File: config.mk
export PLATFORM = sky130hd
export DESIGN_NAME = mgc_top
export DESIGN_NICKNAME = d
export VERILOG_FILES = /design/src/inc/mgc_pkg.sv /design/src/inc/mgc_flag_if.sv /design/src/logic/mgc_flag_bank.sv /design/src/logic/mgc_top.sv
export VERILOG_INCLUDE_DIRS = /design/src /design/src/inc
export SDC_FILE = /design/constraint.sdc
export NUM_CORES = 1
export LEC_CHECK = 0
export BUFFER_PORTS_ARGS = -buffer_cell sky130_fd_sc_hd__buf_2
export CORE_UTILIZATION = 50
export CTS_CLUSTER_DIAMETER = 50
export CTS_CLUSTER_SIZE = 16
export DETAILED_ROUTE_END_ITERATION = 8
export GPL_ROUTABILITY_DRIVEN = 0
export PLACE_DENSITY = 0.72
export SETUP_SLACK_MARGIN = 0.3
export SYNTH_ARGS = -nofsm -noshare
export SYNTH_HDL_FRONTEND = slang
export SYNTH_HIERARCHICAL = 1
export SYNTH_SLANG_ARGS = --single-unit
File: constraint.sdc
create_clock -name clock_i -period 2.36 [get_ports clock_i]
set_clock_uncertainty 0.1 [all_clocks]
set_input_delay 0 -clock clock_i [delete_from_list [all_inputs] [get_ports clock_i]]
set_output_delay 0 -clock clock_i [all_outputs]
set_load 0.01 [all_outputs]
File: src/inc/mgc_map.svh
// register offsets, field positions and reset values of the metering register bank
`ifndef MGC_MAP_SVH
`define MGC_MAP_SVH
`define MGC_ADDR_SDIR    8'h0F
`define MGC_ADDR_GAIN    8'h1B
`define MGC_ADDR_CAL     8'h3D
`define MGC_ADDR_ENL     8'hD9
`define MGC_ADDR_ENM     8'hDA
`define MGC_ADDR_STL     8'hDC
`define MGC_ADDR_STM     8'hDD
`define MGC_RST_BYTE     8'h00
`define MGC_RD_NONE      8'h00
`define MGC_GAIN_MASK    8'hEF
`define MGC_SDIR_MASK    8'h70
`define MGC_ENL_MASK     8'h3F
`define MGC_VGAIN_MSB    7
`define MGC_VGAIN_LSB    5
`define MGC_SIGNLOC_BIT  3
`define MGC_IGAIN_MSB    2
`define MGC_IGAIN_LSB    0
`define MGC_ISEL_MSB     5
`define MGC_ISEL_LSB     4
`define MGC_VGND_BIT     3
`define MGC_IGND_BIT     2
`define MGC_ISEL_A       2'h1
`define MGC_ISEL_B       2'h2
`define MGC_DIR_FAULT    6
`define MGC_DIR_REACT    5
`define MGC_DIR_ACT      4
`define MGC_SUM_BIT      7
`define MGC_STL_W        6
`define MGC_STM_W        8
`define MGC_FLAG_W       14
`define MGC_GAIN_MAXCODE 3'h4
`define MGC_GAIN_UNITY   5'h01
`endif

File: src/inc/mgc_pkg.sv
// types shared by the metering register bank
package mgc_pkg;
  typedef logic [7:0] mgc_byte_t;
  typedef logic [2:0] mgc_code_t;
  typedef logic [4:0] mgc_gain_t;
  typedef logic [2:0] mgc_trio_t;
endpackage

File: src/inc/mgc_flag_if.sv
// interface between the register bank and its sticky flag store
`timescale 1ns/10ps
interface mgc_flag_if #(parameter int N = 14);
  logic [N-1:0] set;
  logic [N-1:0] clr;
  logic [N-1:0] en;
  logic [N-1:0] flags;
  logic         pend;
  modport bank (input set, input clr, input en, output flags, output pend);
  modport ctrl (output set, output clr, output en, input flags, input pend);
endinterface

File: src/logic/mgc_flag_bank.sv
// sticky event flags with enable-gated summary
`timescale 1ns/10ps
`include "mgc_map.svh"
module mgc_flag_bank #(
  parameter int N = `MGC_FLAG_W
) (
  input  wire logic clock_i,
  input  wire logic rst_n_i,
  mgc_flag_if.bank  fl
);
  import mgc_pkg::*;

  logic [N-1:0] flags_r;
  logic [N-1:0] flags_nxt;
  logic         pend_r;
  logic         pend_nxt;

  // set beats a clear arriving in the same cycle
  assign flags_nxt = fl.set | (flags_r & ~fl.clr);
  assign pend_nxt  = |(flags_nxt & fl.en);

  always_ff @(posedge clock_i)
  begin
    if (!rst_n_i)
    begin
      flags_r <= '0;
      pend_r  <= 1'b0;
    end
    else
    begin
      flags_r <= flags_nxt;
      pend_r  <= pend_nxt;
    end
  end

  assign fl.flags = flags_r;
  assign fl.pend  = pend_r;
endmodule

File: src/logic/mgc_top.sv
// gain, calibration and metering status register bank
//
// The strobed register port was chosen for this implementation.
`timescale 1ns/10ps
`include "mgc_map.svh"
module mgc_top (
  input  wire logic              clock_i,
  input  wire logic              rst_n_i,
  input  wire mgc_pkg::mgc_byte_t addr_i,
  input  wire mgc_pkg::mgc_byte_t wdata_i,
  input  wire logic              wr_i,
  input  wire logic              rd_i,
  output mgc_pkg::mgc_byte_t     rdata_o,
  input  wire logic              act_neg_filt_i,
  input  wire logic              act_neg_pulse_i,
  input  wire logic              react_neg_filt_i,
  input  wire logic              react_neg_pulse_i,
  input  wire logic              fault_mode_i,
  input  wire logic              apparent_noload_evt_i,
  input  wire logic              irms_noload_enter_i,
  input  wire logic              reactive_noload_evt_i,
  input  wire logic              active_noload_evt_i,
  input  wire logic              pulse_out_first_i,
  input  wire logic              pulse_out_second_i,
  input  wire mgc_pkg::mgc_trio_t energy_overflow_i,
  input  wire mgc_pkg::mgc_trio_t energy_half_i,
  input  wire logic              tamper_pick_b_i,
  output mgc_pkg::mgc_gain_t     voltage_gain_o,
  output mgc_pkg::mgc_gain_t     current_gain_o,
  output logic                   sign_detect_location_o,
  output logic                   current_input_b_o,
  output logic                   voltage_input_ground_o,
  output logic                   current_input_ground_o,
  output logic                   metering_irq_summary_o
);
  import mgc_pkg::*;

  ////////////////////////////////////////////////////////////////////////////
  // helper functions

  // gain factor from a 3-bit code; codes above the largest act as unity
  function automatic mgc_gain_t gain_decode(input mgc_code_t code);
    mgc_gain_t g;
    g = `MGC_GAIN_UNITY;
    if (code <= `MGC_GAIN_MAXCODE)
    begin
      g = mgc_gain_t'(`MGC_GAIN_UNITY << code);
    end
    return g;
  endfunction

  // sign or mode change event in the configured direction
  function automatic logic dir_event(
    input logic prev,
    input logic now,
    input logic dir
  );
    logic ev;
    ev = dir ? (prev & ~now) : (~prev & now);
    return ev;
  endfunction

  ////////////////////////////////////////////////////////////////////////////
  // register state

  mgc_byte_t gain_r;
  mgc_byte_t gain_nxt;
  mgc_byte_t cal_r;
  mgc_byte_t cal_nxt;
  mgc_byte_t sdir_r;
  mgc_byte_t sdir_nxt;
  mgc_byte_t enl_r;
  mgc_byte_t enl_nxt;
  mgc_byte_t enm_r;
  mgc_byte_t enm_nxt;
  mgc_byte_t rdata_r;
  mgc_byte_t rdata_nxt;
  mgc_gain_t vgain_r;
  mgc_gain_t igain_r;
  logic      cur_b_r;
  logic      cur_b_nxt;
  logic      act_prev_r;
  logic      react_prev_r;
  logic      fault_prev_r;
  logic      primed_r;

  ////////////////////////////////////////////////////////////////////////////
  // address decode

  logic hit_gain;
  logic hit_cal;
  logic hit_sdir;
  logic hit_enl;
  logic hit_enm;
  logic hit_stl;
  logic hit_stm;
  logic wr_gain;
  logic wr_cal;
  logic wr_sdir;
  logic wr_enl;
  logic wr_enm;
  logic wr_stl;
  logic wr_stm;

  assign hit_gain = (addr_i == `MGC_ADDR_GAIN);
  assign hit_cal  = (addr_i == `MGC_ADDR_CAL);
  assign hit_sdir = (addr_i == `MGC_ADDR_SDIR);
  assign hit_enl  = (addr_i == `MGC_ADDR_ENL);
  assign hit_enm  = (addr_i == `MGC_ADDR_ENM);
  assign hit_stl  = (addr_i == `MGC_ADDR_STL);
  assign hit_stm  = (addr_i == `MGC_ADDR_STM);

  assign wr_gain = wr_i & hit_gain;
  assign wr_cal  = wr_i & hit_cal;
  assign wr_sdir = wr_i & hit_sdir;
  assign wr_enl  = wr_i & hit_enl;
  assign wr_enm  = wr_i & hit_enm;
  assign wr_stl  = wr_i & hit_stl;
  assign wr_stm  = wr_i & hit_stm;

  ////////////////////////////////////////////////////////////////////////////
  // writable control registers

  // bit 4 of gain is reserved: never stored
  assign gain_nxt = wr_gain ? (wdata_i & `MGC_GAIN_MASK) : gain_r;
  // full byte kept; reserved bits steer nothing
  assign cal_nxt  = wr_cal ? wdata_i : cal_r;
  assign sdir_nxt = wr_sdir ? (wdata_i & `MGC_SDIR_MASK) : sdir_r;
  assign enl_nxt  = wr_enl ? (wdata_i & `MGC_ENL_MASK) : enl_r;
  assign enm_nxt  = wr_enm ? wdata_i : enm_r;

  always_ff @(posedge clock_i)
  begin
    if (!rst_n_i)
    begin
      gain_r <= `MGC_RST_BYTE;
      cal_r  <= `MGC_RST_BYTE;
      sdir_r <= `MGC_RST_BYTE;
      enl_r  <= `MGC_RST_BYTE;
      enm_r  <= `MGC_RST_BYTE;
    end
    else
    begin
      gain_r <= gain_nxt;
      cal_r  <= cal_nxt;
      sdir_r <= sdir_nxt;
      enl_r  <= enl_nxt;
      enm_r  <= enm_nxt;
    end
  end

  ////////////////////////////////////////////////////////////////////////////
  // analog front end controls

  mgc_code_t vgain_code;
  mgc_code_t igain_code;
  logic      sign_loc;
  logic [1:0] isel;

  assign vgain_code = gain_nxt[`MGC_VGAIN_MSB:`MGC_VGAIN_LSB];
  // a unity current gain is passed on as written
  assign igain_code = gain_nxt[`MGC_IGAIN_MSB:`MGC_IGAIN_LSB];
  assign sign_loc   = gain_r[`MGC_SIGNLOC_BIT];
  assign isel       = cal_r[`MGC_ISEL_MSB:`MGC_ISEL_LSB];

  // forced input A or B, otherwise the tamper logic decides
  assign cur_b_nxt = (isel == `MGC_ISEL_A) ? 1'b0 :
                     (isel == `MGC_ISEL_B) ? 1'b1 :
                     tamper_pick_b_i;

  always_ff @(posedge clock_i)
  begin
    if (!rst_n_i)
    begin
      vgain_r <= `MGC_GAIN_UNITY;
      igain_r <= `MGC_GAIN_UNITY;
      cur_b_r <= 1'b0;
    end
    else
    begin
      vgain_r <= gain_decode(vgain_code);
      igain_r <= gain_decode(igain_code);
      cur_b_r <= cur_b_nxt;
    end
  end

  assign voltage_gain_o         = vgain_r;
  assign current_gain_o         = igain_r;
  assign sign_detect_location_o = gain_r[`MGC_SIGNLOC_BIT];
  assign current_input_b_o      = cur_b_r;
  assign voltage_input_ground_o = cal_r[`MGC_VGND_BIT];
  assign current_input_ground_o = cal_r[`MGC_IGND_BIT];

  ////////////////////////////////////////////////////////////////////////////
  // sign and fault mode change detection

  logic act_neg;
  logic react_neg;
  logic act_evt;
  logic react_evt;
  logic fault_evt;

  // sign source follows the detect location
  assign act_neg   = sign_loc ? act_neg_pulse_i : act_neg_filt_i;
  assign react_neg = sign_loc ? react_neg_pulse_i : react_neg_filt_i;

  // first cycle after reset only samples, so a level present at release is no event
  assign act_evt   = primed_r &
                     dir_event(act_prev_r, act_neg, sdir_r[`MGC_DIR_ACT]);
  assign react_evt = primed_r &
                     dir_event(react_prev_r, react_neg, sdir_r[`MGC_DIR_REACT]);
  // direction 0: entering fault mode, 1: entering normal mode
  assign fault_evt = primed_r &
                     dir_event(fault_prev_r, fault_mode_i, sdir_r[`MGC_DIR_FAULT]);

  always_ff @(posedge clock_i)
  begin
    if (!rst_n_i)
    begin
      act_prev_r   <= 1'b0;
      react_prev_r <= 1'b0;
      fault_prev_r <= 1'b0;
      primed_r     <= 1'b0;
    end
    else
    begin
      act_prev_r   <= act_neg;
      react_prev_r <= react_neg;
      fault_prev_r <= fault_mode_i;
      primed_r     <= 1'b1;
    end
  end

  ////////////////////////////////////////////////////////////////////////////
  // event flags

  mgc_flag_if #(.N(`MGC_FLAG_W)) flag_bus ();

  logic [`MGC_STL_W-1:0] low_set;
  logic [`MGC_STM_W-1:0] mid_set;
  logic [`MGC_STL_W-1:0] low_clr;
  logic [`MGC_STM_W-1:0] mid_clr;
  logic [`MGC_STL_W-1:0] low_flags;
  logic [`MGC_STM_W-1:0] mid_flags;

  assign low_set = {fault_evt,
                    react_evt,
                    act_evt,
                    apparent_noload_evt_i | irms_noload_enter_i,
                    reactive_noload_evt_i,
                    active_noload_evt_i};

  // pulse flags set whether or not the pin itself is enabled
  assign mid_set = {pulse_out_second_i,
                    pulse_out_first_i,
                    energy_overflow_i,
                    energy_half_i};

  // writing a zero to a flag clears it, a one leaves it
  assign low_clr = wr_stl ? ~wdata_i[`MGC_STL_W-1:0] : '0;
  assign mid_clr = wr_stm ? ~wdata_i : '0;

  assign flag_bus.set = {mid_set, low_set};
  assign flag_bus.clr = {mid_clr, low_clr};
  assign flag_bus.en  = {enm_r, enl_r[`MGC_STL_W-1:0]};

  assign low_flags = flag_bus.flags[`MGC_STL_W-1:0];
  assign mid_flags = flag_bus.flags[`MGC_FLAG_W-1:`MGC_STL_W];

  mgc_flag_bank #(
    .N (`MGC_FLAG_W)
  ) u_flags (
    .clock_i (clock_i),
    .rst_n_i (rst_n_i),
    .fl      (flag_bus)
  );

  assign metering_irq_summary_o = flag_bus.pend;

  ////////////////////////////////////////////////////////////////////////////
  // read path

  mgc_byte_t stl_view;

  // bit 6 reserved reads zero; summary is read only
  assign stl_view = {flag_bus.pend, 1'b0, low_flags};

  assign rdata_nxt = !rd_i    ? `MGC_RD_NONE :
                     hit_gain ? gain_r :
                     hit_cal  ? cal_r :
                     hit_sdir ? sdir_r :
                     hit_enl  ? enl_r :
                     hit_enm  ? enm_r :
                     hit_stl  ? stl_view :
                     hit_stm  ? mid_flags :
                     `MGC_RD_NONE;

  always_ff @(posedge clock_i)
  begin
    if (!rst_n_i)
    begin
      rdata_r <= `MGC_RD_NONE;
    end
    else
    begin
      rdata_r <= rdata_nxt;
    end
  end

  assign rdata_o = rdata_r;
endmodule

==> results of run 1 <==
registers in the layout (all words and copies together), names as in the netlist, 5 cells and up:
signal	cells
gain_r	7
enl_r	6
u_flags/fl.flags	14
enm_r	8
current_gain_o	5
rdata_o	8
voltage_gain_o	5
cal_r	8
layout make-up:
cell class	count	area [um^2]
clock buffers	12	135
clock inverters	4	47.5
fillers	580	2490
inverters	2	7.51
multi-input cells	275	1960
flip-flops and latches	70	1400
well taps	80	100
repair buffers	92	613
kinds of logic (layout without fill, tap and decap cells):
family | after synthesis | in the layout | share of synthesized area, %
AOI/OAI and AO/OA | 70 | 70 | 14.6
xor gates and xnor gates | 4 | 4 | 1.01
buffers and inverters | 24 | 110 | 3.88
DFF | 70 | 70 | 40.2
muxes | 40 | 40 | 11.5
and+or+nand+nor | 161 | 161 | 28.8
timing repair:
action | CTS | global route
endpoints found under the setup margin | 0 | 2
gates resized for setup | 0 | 3
hold buffers | 29 | 0
hold endpoints to repair | 50 | 0
per-layer routing:
metal	track usage, %	vias up	share of wire, %
met5	0	-	0
met4	10.9	0	2.5
met3	6.42	20	6.0
met2	39.6	103	47
met1	31.0	1400	45
li1	-	1474	-
where the power goes:
group	internal (mW)	switching, mW	leakage, nW
Clock	0.486	0.436	0.0904
Combinational	0.114	0.111	1.28
Sequential	1.20	0.0114	0.570
Total	1.80	0.558	1.94
worst min-delay path, delay by kind of cell:
family / cells / cell delay [ps]
compound gates: 1 / 70
buf+inv: 1 / 110
simple gates: 1 / 250
cells in the final DEF, fill, tap and decap left out, drive strengths merged, types with 4 or more instances in the layout:
cell         count
and3             5
o211a            4
a21boi           5
nand2           22
a311oi           4
nor3b            6
nand3           15
mux2i           40
and4bb           6
dfxtp           70
o211ai           5
nand3b          10
and2             5
o21a            14
a21oi            6
xor2             4
dlygate4sd3     29
o21ai           17
nor2            26
nor2b           48
buf             63
a21o             4
clkbuf          12
worst max-delay path by stage:
stage / to / slack, ps / start / cells past startpoint
after CTS: u_flags/fl.pend$_SDFF_PN0_ / 330 / addr_i[3] / 11
after global routing: u_flags/fl.pend$_SDFF_PN0_ / 260 / addr_i[3] / 11
after global placement: u_flags/fl.pend$_SDFF_PN0_ / 400 / addr_i[1] / 10
after floorplan: u_flags/fl.pend$_SDFF_PN0_ / 660 / gain_r[3]$_SDFFE_PN0N_ / 7
final: u_flags/fl.pend$_SDFF_PN0_ / 330 / addr_i[3] / 11
after detailed placement: u_flags/fl.pend$_SDFF_PN0_ / 360 / addr_i[1] / 10
==> impl_metrics.py, run 1 <==
metrics = {
    "synth": {
        "yosys.area.top_type": "dfxtp_1",
        "synthDistinctLibCells": 54,
        "synth.ff_latch_count": 70,
        "synth_edf_count": 0,
        "synthArstFlopShare_pct": 0,
        "synth_warnings": 6,
        "syn-instance-count": 369,
        "yosysMostFrequentCell": "dfxtp_1",
        "synth_nets": 407,
        "syn_area_um2": 3480,
        "avgSynthCellArea_um2": 9.44,
        "synthTopCellsByCount": "70 x dfxtp_1, 45 x nor2b_1, 40 x mux2i_1",
        "synth_ff_type": "dfxtp_1",
        "synth_seq_area_share_pct": 40.2,
        "synthTopCellsByArea": "dfxtp_1 40%, mux2i_1 11%, nor2b_1 8.1%, o21a_1 3.0%, nor2_1 2.8%",
        "synthDominantCellAreaShare_pct": 40.2,
    },
    "die": {
        "num_rows": 30,
        "core_um2": 6760,
        "ioPinCount": 61,
        "start_util_pct": 51.5,
        "die_area_um2": 7300,
        "die_w_um": 85.5,
        "die_h_um": 85.5,
    },
    "timing": {
        "timing.hold.ws_ps": 43.6,
        "post-route-min-period_ps": 2030,
        "slew_headroom_pct": 63.2,
        "hold_viol": 0,
        "slew_viol_final": 0,
        "period_share_pct": 86.0,
        "setup_tns_ps": 0,
        "worst_slack_ps": 330,
        "setup_viol": 0,
        "timing.fmax_ghz": 0.493,
        "tightestPinTransition_ps": 553,
        "rsz0062_at_grt": "true",
    },
    "worst_setup_path": {
        "rr_worst_depth": 7,
        "critPathArrivalTime_ps": 2170,
        "endpoint_kind": "register",
        "critPathKind": "in2reg",
        "critPathMaxStageDelay_ps": 520,
        "regToRegSetupSlack_ps": 520,
        "critPathLaunchType": "primary input",
        "r2r-start": "gain_r[3]$_SDFFE_PN0N_",
        "worstPathRequired_ps": 2500,
        "cp_top_family": "simple AND/OR/NAND/NOR gates",
        "timing.rr.end": "u_flags/fl.pend$_SDFF_PN0_",
        "critPathBufInv": 2,
        "crit_top_cell": "nor2_1",
        "path_max_fanout": 8,
        "path_cells": "dlygate4sd3_1 -> buf_2 -> nand3b_1 -> nor2_1 -> nand3_2 -> nor2_1 -> nor2b_4 -> o21ai_2 -> and4_1 -> nand3_1 -> o31a_1",
        "critPathSlowestCell": "dlygate4sd3_1",
    },
    "final_layout": {
        "final_area_um2": 4260,
        "diodes": 0,
        "nets": 488,
        "drive_gt1_share_pct": 21.1,
        "fin_cells": 535,
        "post-route-util_pct": 63.1,
        "area_growth_pct": 22.5,
    },
    "clock_network": {
        "clockBufferDepth": 2,
        "cts-htree-levels": 3,
        "cts_tree": "done",
        "post_cts_buffers": 0,
        "root_buffer": "clkbuf_8",
        "clk_latency_ps": 350,
        "cts.sinks": 70,
        "path_clk_slew_ps": 70,
        "numCtsBuffers": 9,
    },
    "global_routing": {
        "grt_pass1_vias": 2786,
        "grt_max_degree": 64,
        "antenna_found_initial": 0,
        "grt_overflow_total": 0,
        "grt_pass1_wl_mm": 13.7,
        "track_usage_pct": 24.6,
    },
    "placed_design": {
        "place_ws_ps": 364,
        "placedCellCount": 490,
        "dpl.hpwl_mm": 5.96,
        "placedInstanceArea_um2": 3780,
        "port_buffers": 60,
    },
    "power": {
        "leakagePower_nw": 1.94,
        "power.density_nw_per_um2": 554,
        "power_mw": 2.36,
        "ir_worst_vdd_uv": 327,
    },
    "status": {
        "status": "finished, final reports clean",
    },
    "route": {
        "drtAntennaViolNets": 0,
        "vias": 2997,
        "drt_iter0_markers": 176,
        "firstDrtPassIters": 4,
        "via_per_inst": 5.60,
        "wl_per_cell_um": 16.1,
        "drt_wl_total_mm": 8.63,
        "drcViolationCount": 0,
    },
    "min_path": {
        "hold_depth": 3,
        "hp-class": "in2reg",
        "holdPathEnd": "rdata_o[2]$_SDFF_PN0_",
        "hold_start": "rst_n_i",
    },
    "job": {
        "maxCapViolations": 0,
    },
}
Note: power is estimated with default switching activity, not from simulation.
==> run 2, diff against run 1 <==
- REMOVE_ABC_BUFFERS: default -> 1
==> run 2 against run 1 <==
  * First-iteration DRC count down 8.0%
  * Register-to-register slack got worse by 40 ps
  * Critical path depth decreased by 2
  * Highest routed layer unchanged
  * Power grew 7.3%
  * Global-route usage rose by 0.11 points
  * Combinational power about the same
  * Sequential cell count stayed put
  * Clock power rose by 18%
  * Non-clock buffer count increased by 1
  * Via count increased by 0.83%
  * Wire length grew 0.82%
  * Largest cell class unchanged
==> impl_metrics.py, run 2 (synthesis gave the netlist of run 1 again) <==
metrics = {
    "clock_network": {
        "clockBufferDepth": 2,
        "post_cts_buffers": 0,
        "clk_latency_ps": 350,
        "cts.sinks": 70,
        "root_buffer": "clkbuf_8",
        "cts-htree-levels": 3,
        "cts_tree": "done",
        "path_clk_slew_ps": 70,
        "numCtsBuffers": 9,
    },
    "global_routing": {
        "met1_usage_pct": 32.5,
        "grt_use_met3_pct": 4.09,
        "grt_overflow_total": 0,
        "grt_pass1_wl_mm": 14.0,
        "grt_busiest_layer": "met2",
        "grt_max_degree": 35,
        "grt_pass1_vias": 2886,
        "antenna_found_initial": 0,
        "use_met2_pct": 39.3,
        "track_usage_pct": 24.7,
    },
    "worst_setup_path": {
        "path_max_fanout": 8,
        "critPathArrivalTime_ps": 2140,
        "cp_top_family": "simple AND/OR/NAND/NOR gates",
        "critPathKind": "in2reg",
        "critPathBufInv": 2,
        "critPathMaxStageDelay_ps": 540,
        "path_cells": "dlygate4sd3_1 -> buf_2 -> and4b_1 -> nand3_1 -> nor2_1 -> nor2b_1 -> o21ai_0 -> nand4_1 -> o31a_1",
        "worstPathRequired_ps": 2500,
        "critPathLaunchType": "primary input",
        "critPathSlowestCell": "dlygate4sd3_1",
        "endpoint_kind": "register",
    },
    "die": {
        "num_rows": 30,
        "die_h_um": 85.5,
        "die_w_um": 85.5,
        "die_area_um2": 7300,
        "start_util_pct": 51.5,
        "core_um2": 6760,
        "ioPinCount": 61,
    },
    "power": {
        "leakagePower_nw": 1.96,
        "ir_worst_vdd_uv": 533,
        "power.density_nw_per_um2": 587,
        "power_mw": 2.53,
    },
    "route": {
        "wl_per_cell_um": 16.3,
        "vias": 3022,
        "drcViolationCount": 0,
        "drtAntennaViolNets": 0,
        "firstDrtPassIters": 4,
        "drt_wl_total_mm": 8.70,
        "via_per_inst": 5.65,
        "drt_iter0_markers": 162,
    },
    "timing": {
        "setup_viol": 0,
        "timing.fmax_ghz": 0.499,
        "post-route-min-period_ps": 2000,
        "period_share_pct": 84.9,
        "tightestPinTransition_ps": 551,
        "hold_viol": 0,
        "slew_headroom_pct": 63.3,
        "slew_viol_final": 0,
        "rsz0062_at_grt": "true",
        "setup_tns_ps": 0,
    },
    "final_layout": {
        "nets": 489,
        "drive_gt1_share_pct": 21.8,
        "fin_cells": 535,
        "area_growth_pct": 24.0,
        "largest_register_ffs": 14,
        "final_common_cell": "dfxtp_1",
        "layout_common_cells": "70 x dfxtp_1, 60 x buf_2, 45 x nor2b_1, 40 x mux2i_1, 30 x dlygate4sd3_1",
        "post-route-util_pct": 63.9,
        "final_area_um2": 4320,
        "diodes": 0,
        "fillers": 603,
    },
    "placed_design": {
        "port_buffers": 60,
        "placedInstanceArea_um2": 3780,
        "placedCellCount": 490,
        "dpl.hpwl_mm": 5.98,
    },
    "job": {
        "maxCapViolations": 0,
    },
    "min_path": {
        "hp-class": "in2reg",
    },
    "status": {
        "status": "finished, final reports clean",
    },
}
-- run 2: cell count changes in the layout (fill, tap and decap cells not counted), moves of 2 or more --
| cell | before | now |
|---|---|---|
| clkinv_2 | 2 | 0 |
| clkbuf_8 | 9 | 11 |
| nor2_2 | 1 | 3 |
| clkbuf_1 | 3 | 1 |
| nor2_1 | 25 | 23 |
-- run 2: where the power goes --
part | switching (mW) | internal [mW]
registers | 0.0113 | 1.20
clock network | 0.445 | 0.648
logic | 0.112 | 0.115
total | 0.568 | 1.97
-- run 2: path summary, 6_finish.rpt --
check / start / to / depth (start not counted) / slack [ps]
setup / recovery: addr_i[3] / u_flags/fl.pend$_SDFF_PN0_ / 9 / 360
hold / removal: addr_i[7] / rdata_o[7]$_SDFF_PN0_ / 4 / 80
setup reg to reg: gain_r[3]$_SDFFE_PN0N_ / u_flags/fl.pend$_SDFF_PN0_ / 7 / 480
hold reg to reg: cal_r[4]$_SDFFE_PN0P_ / rdata_o[4]$_SDFF_PP0_ / 2 / 400
-- run 2: worst reg2reg max path: cells and delay by family, from the launching register on --
family             cells  cell delay [ps]
AOI/OAI and AO/OA      3              520
muxes                  1              310
DFF                    1              440
and+or+nand+nor        3              410
-- run 2: final cells by class --
cell class,instances,area [um^2],share of cell area [%]
Sequential cell,70,1400,32.4
Tap cell,80,100,2.32
Multi-Input combinational cell,275,1960,45.5
Inverter,2,7.51,0.174
Clock buffer,12,155,3.59
Clock inverter,3,67.6,1.56
Timing Repair Buffer,93,623,14.4
-- run 2: through the flow --
step           hold WS, ps  setup slack (ps)
5_1_grt               88.1               257
3_5_place_dp           127               414
6_report              83.1               357
3_3_place_gp           122               487
4_1_cts               58.4               356
2_1_floorplan        -72.3               656
-- run 2: routing by layer --
metal	routed length, um	up-vias
li1	-	1471
met3	381	19
met4	171	0
met1	4070	1431
met5	0	-
met2	4080	101
-- run 2: timing repair --
item,4_1_cts,5_1_grt
setup endpoints to repair,0,2
hold buffers,30,0
resized for setup,0,5
hold endpoints to repair,53,0
==> run 3, diff against run 2 <==
- PLACE_DENSITY: 0.72 -> 0.75
- clock period: 2.36 -> 1.75 ns (I/O delays scaled with it)
==> run 3 against run 2 <==
  * The flow now finishes with violations (hold timing)
  * Worst hold slack worse by 190 ps
  * Count of clock-buffer cells in the layout fell by 1
  * Sequential power increased by 36%
  * Non-clock buffer count grew 37
  * Cell count increased by 7.1%
  * Register-to-register slack worse by 380 ps
  * Setup slack worse by 260 ps
  * First-iteration DRC count up 62%
  * Via count increased by 6.5%
  * Wire length is 7.8% higher
==> impl_metrics.py, run 3 (synthesis gave the netlist of run 1 again) <==
metrics = {
    "placed_design": {
        "place_ws_ps": -53.1,
        "port_buffers": 60,
        "dpl.hpwl_mm": 6.40,
        "placedCellCount": 527,
    },
    "global_routing": {
        "grt_max_degree": 34,
        "grt_pass1_vias": 3029,
        "grt_overflow_total": 0,
        "track_usage_pct": 26.7,
        "antenna_found_initial": 0,
        "grt_pass1_wl_mm": 15.0,
    },
    "clock_network": {
        "root_buffer": "clkbuf_8",
        "clockBufferDepth": 2,
        "numCtsBuffers": 9,
        "cts-hold-fix-buffers": 26,
        "clk_latency_ps": 350,
        "cts_tree": "done",
        "cts.sinks": 70,
        "path_clk_slew_ps": 70,
        "cts-htree-levels": 3,
    },
    "status": {
        "violations": "hold timing",
        "status": "complete, but fails checks",
    },
    "final_layout": {
        "largest_register_ffs": 14,
        "drive_gt1_share_pct": 29.2,
        "layout_common_cells": "68 x dfxtp_1, 60 x buf_2, 45 x nor2b_1, 41 x buf_4, 38 x mux2i_1",
        "nets": 526,
        "fin_cells": 573,
        "diodes": 0,
        "final_common_cell": "dfxtp_1",
        "post-route-util_pct": 69.2,
        "area_growth_pct": 34.3,
        "fillers": 520,
    },
    "die": {
        "core_um2": 6760,
        "num_rows": 30,
        "ioPinCount": 61,
        "die_h_um": 85.5,
        "start_util_pct": 51.5,
        "die_w_um": 85.5,
        "die_area_um2": 7300,
    },
    "power": {
        "p_comb_share_pct": 9.9,
        "power.density_nw_per_um2": 813,
        "ir_worst_vdd_uv": 653,
        "switchingPower_uw": 803,
        "seqPwrFrac_pct": 43.1,
        "p_clk_share_pct": 47.1,
        "p_int_mw": 3.00,
        "power_mw": 3.80,
        "swShare_pct": 21.1,
        "leakagePower_nw": 2.20,
    },
    "route": {
        "met3_wirelength_um": 691,
        "drt_wl_total_mm": 9.38,
        "vias": 3217,
        "via_per_inst": 5.61,
        "drt_iter0_markers": 263,
        "drtAntennaViolNets": 0,
        "firstDrtPassIters": 5,
        "wl_met1_mm": 4.07,
        "wl_per_cell_um": 16.4,
        "drcViolationCount": 0,
        "route.met2.wl_mm": 4.46,
        "top_layer": "met4",
    },
    "timing": {
        "period_share_pct": 94.4,
        "hold_viol": 2,
        "timing.hold.ws_ps": -106,
        "worst_slack_ps": 98.7,
        "post-route-min-period_ps": 1650,
        "timing.fmax_ghz": 0.606,
        "rsz0062_at_grt": "true",
        "slew_viol_final": 0,
        "tightestPinTransition_ps": 434,
        "slew_headroom_pct": 70.7,
        "setup_viol": 0,
    },
    "job": {
        "maxCapViolations": 0,
    },
    "worst_setup_path": {
        "critPathArrivalTime_ps": 1790,
        "crit_top_cell": "nand3_1",
        "path_cells": "mux2i_4 -> buf_4 -> nand3_1 -> a21boi_2 -> o21ai_1 -> and4_1 -> nand3_1 -> o31a_1",
        "endpoint_kind": "register",
        "critPathSlowestCell": "dfxtp_4",
        "critPathKind": "reg2reg",
        "cp_top_family": "compound AO/OA/AOI/OAI gates",
        "critPathMaxStageDelay_ps": 360,
        "critPathBufInv": 1,
        "critPathLaunchType": "register",
        "path_max_fanout": 3,
        "worstPathRequired_ps": 1890,
    },
    "min_path": {
        "hp-class": "in2reg",
    },
}
## run 3: cell count changes in the layout (fill, tap and decap cells not counted), sizes merged
cell,previous run,this run
buf,63,104
dlygate4sd3,30,26
bufinv,2,4
clkbuf,12,11
clkinv,0,1
clkinvlp,1,0
## run 3: power groups by stage
| stage | sequential, mW | clock, mW | combinational, mW |
|---|---|---|---|
| after floorplan | 1.67 | 0 | 0.117 |
| after global routing | 1.64 | 1.89 | 0.401 |
| final | 1.64 | 1.79 | 0.375 |
| after global placement | 1.67 | 0 | 0.300 |
| after detailed placement | 1.67 | 0 | 0.307 |
| after CTS | 1.64 | 1.80 | 0.362 |
## run 3: per-stage QoR
stage          TNS [ps]  cell area (um^2)
2_1_floorplan         0              3350
3_3_place_gp      -46.2              4070
3_5_place_dp      -53.1              4070
4_1_cts               0              4640
5_1_grt               0              4680
6_report              0              4680
## run 3: area by class of cell
| class | count | area (um^2) | share of cell area (%) |
|---|---|---|---|
| multi-input cells | 275 | 1970 | 42.1 |
| clock inverters | 5 | 129 | 2.76 |
| well taps | 80 | 100 | 2.14 |
| clock buffers | 11 | 151 | 3.24 |
| flip-flops and latches | 70 | 1410 | 30.1 |
| inverters | 2 | 7.51 | 0.161 |
| repair buffers | 130 | 911 | 19.5 |
## run 3: routing by layer
layer | track usage [%] | up-vias
met4 | 7.58 | 0
met1 | 34.4 | 1511
met2 | 44.0 | 143
met3 | 7.20 | 23
met5 | 0 | -
li1 | - | 1540
## run 3: final timing paths
check | cells after the start | start | end | slack [ps]
min reg2reg | 2 | cal_r[1]$_SDFFE_PN0P_ | rdata_o[1]$_SDFF_PN0_ | 400
min | 3 | irms_noload_enter_i | u_flags/fl.flags[2]$_SDFF_PN0_ | -110
max reg2reg | 8 | gain_r[3]$_SDFFE_PN0N_ | u_flags/fl.pend$_SDFF_PN0_ | 100
max | 8 | gain_r[3]$_SDFFE_PN0N_ | u_flags/fl.pend$_SDFF_PN0_ | 100
## run 3: what timing repair did
action	CTS	global route
endpoints found under the setup margin	2	3
hold endpoints to repair	50	2
resized for setup	7	6
setup buffers	2	2
cloned	0	0
pin swaps	5	3
## run 3: worst reg2reg max path: cells and delay by family, from the launching register on
family / cells / cell delay [ps]
buf+inv: 1 / 130
flops: 1 / 360
compound gates: 3 / 420
simple gates: 3 / 350
mux: 1 / 190
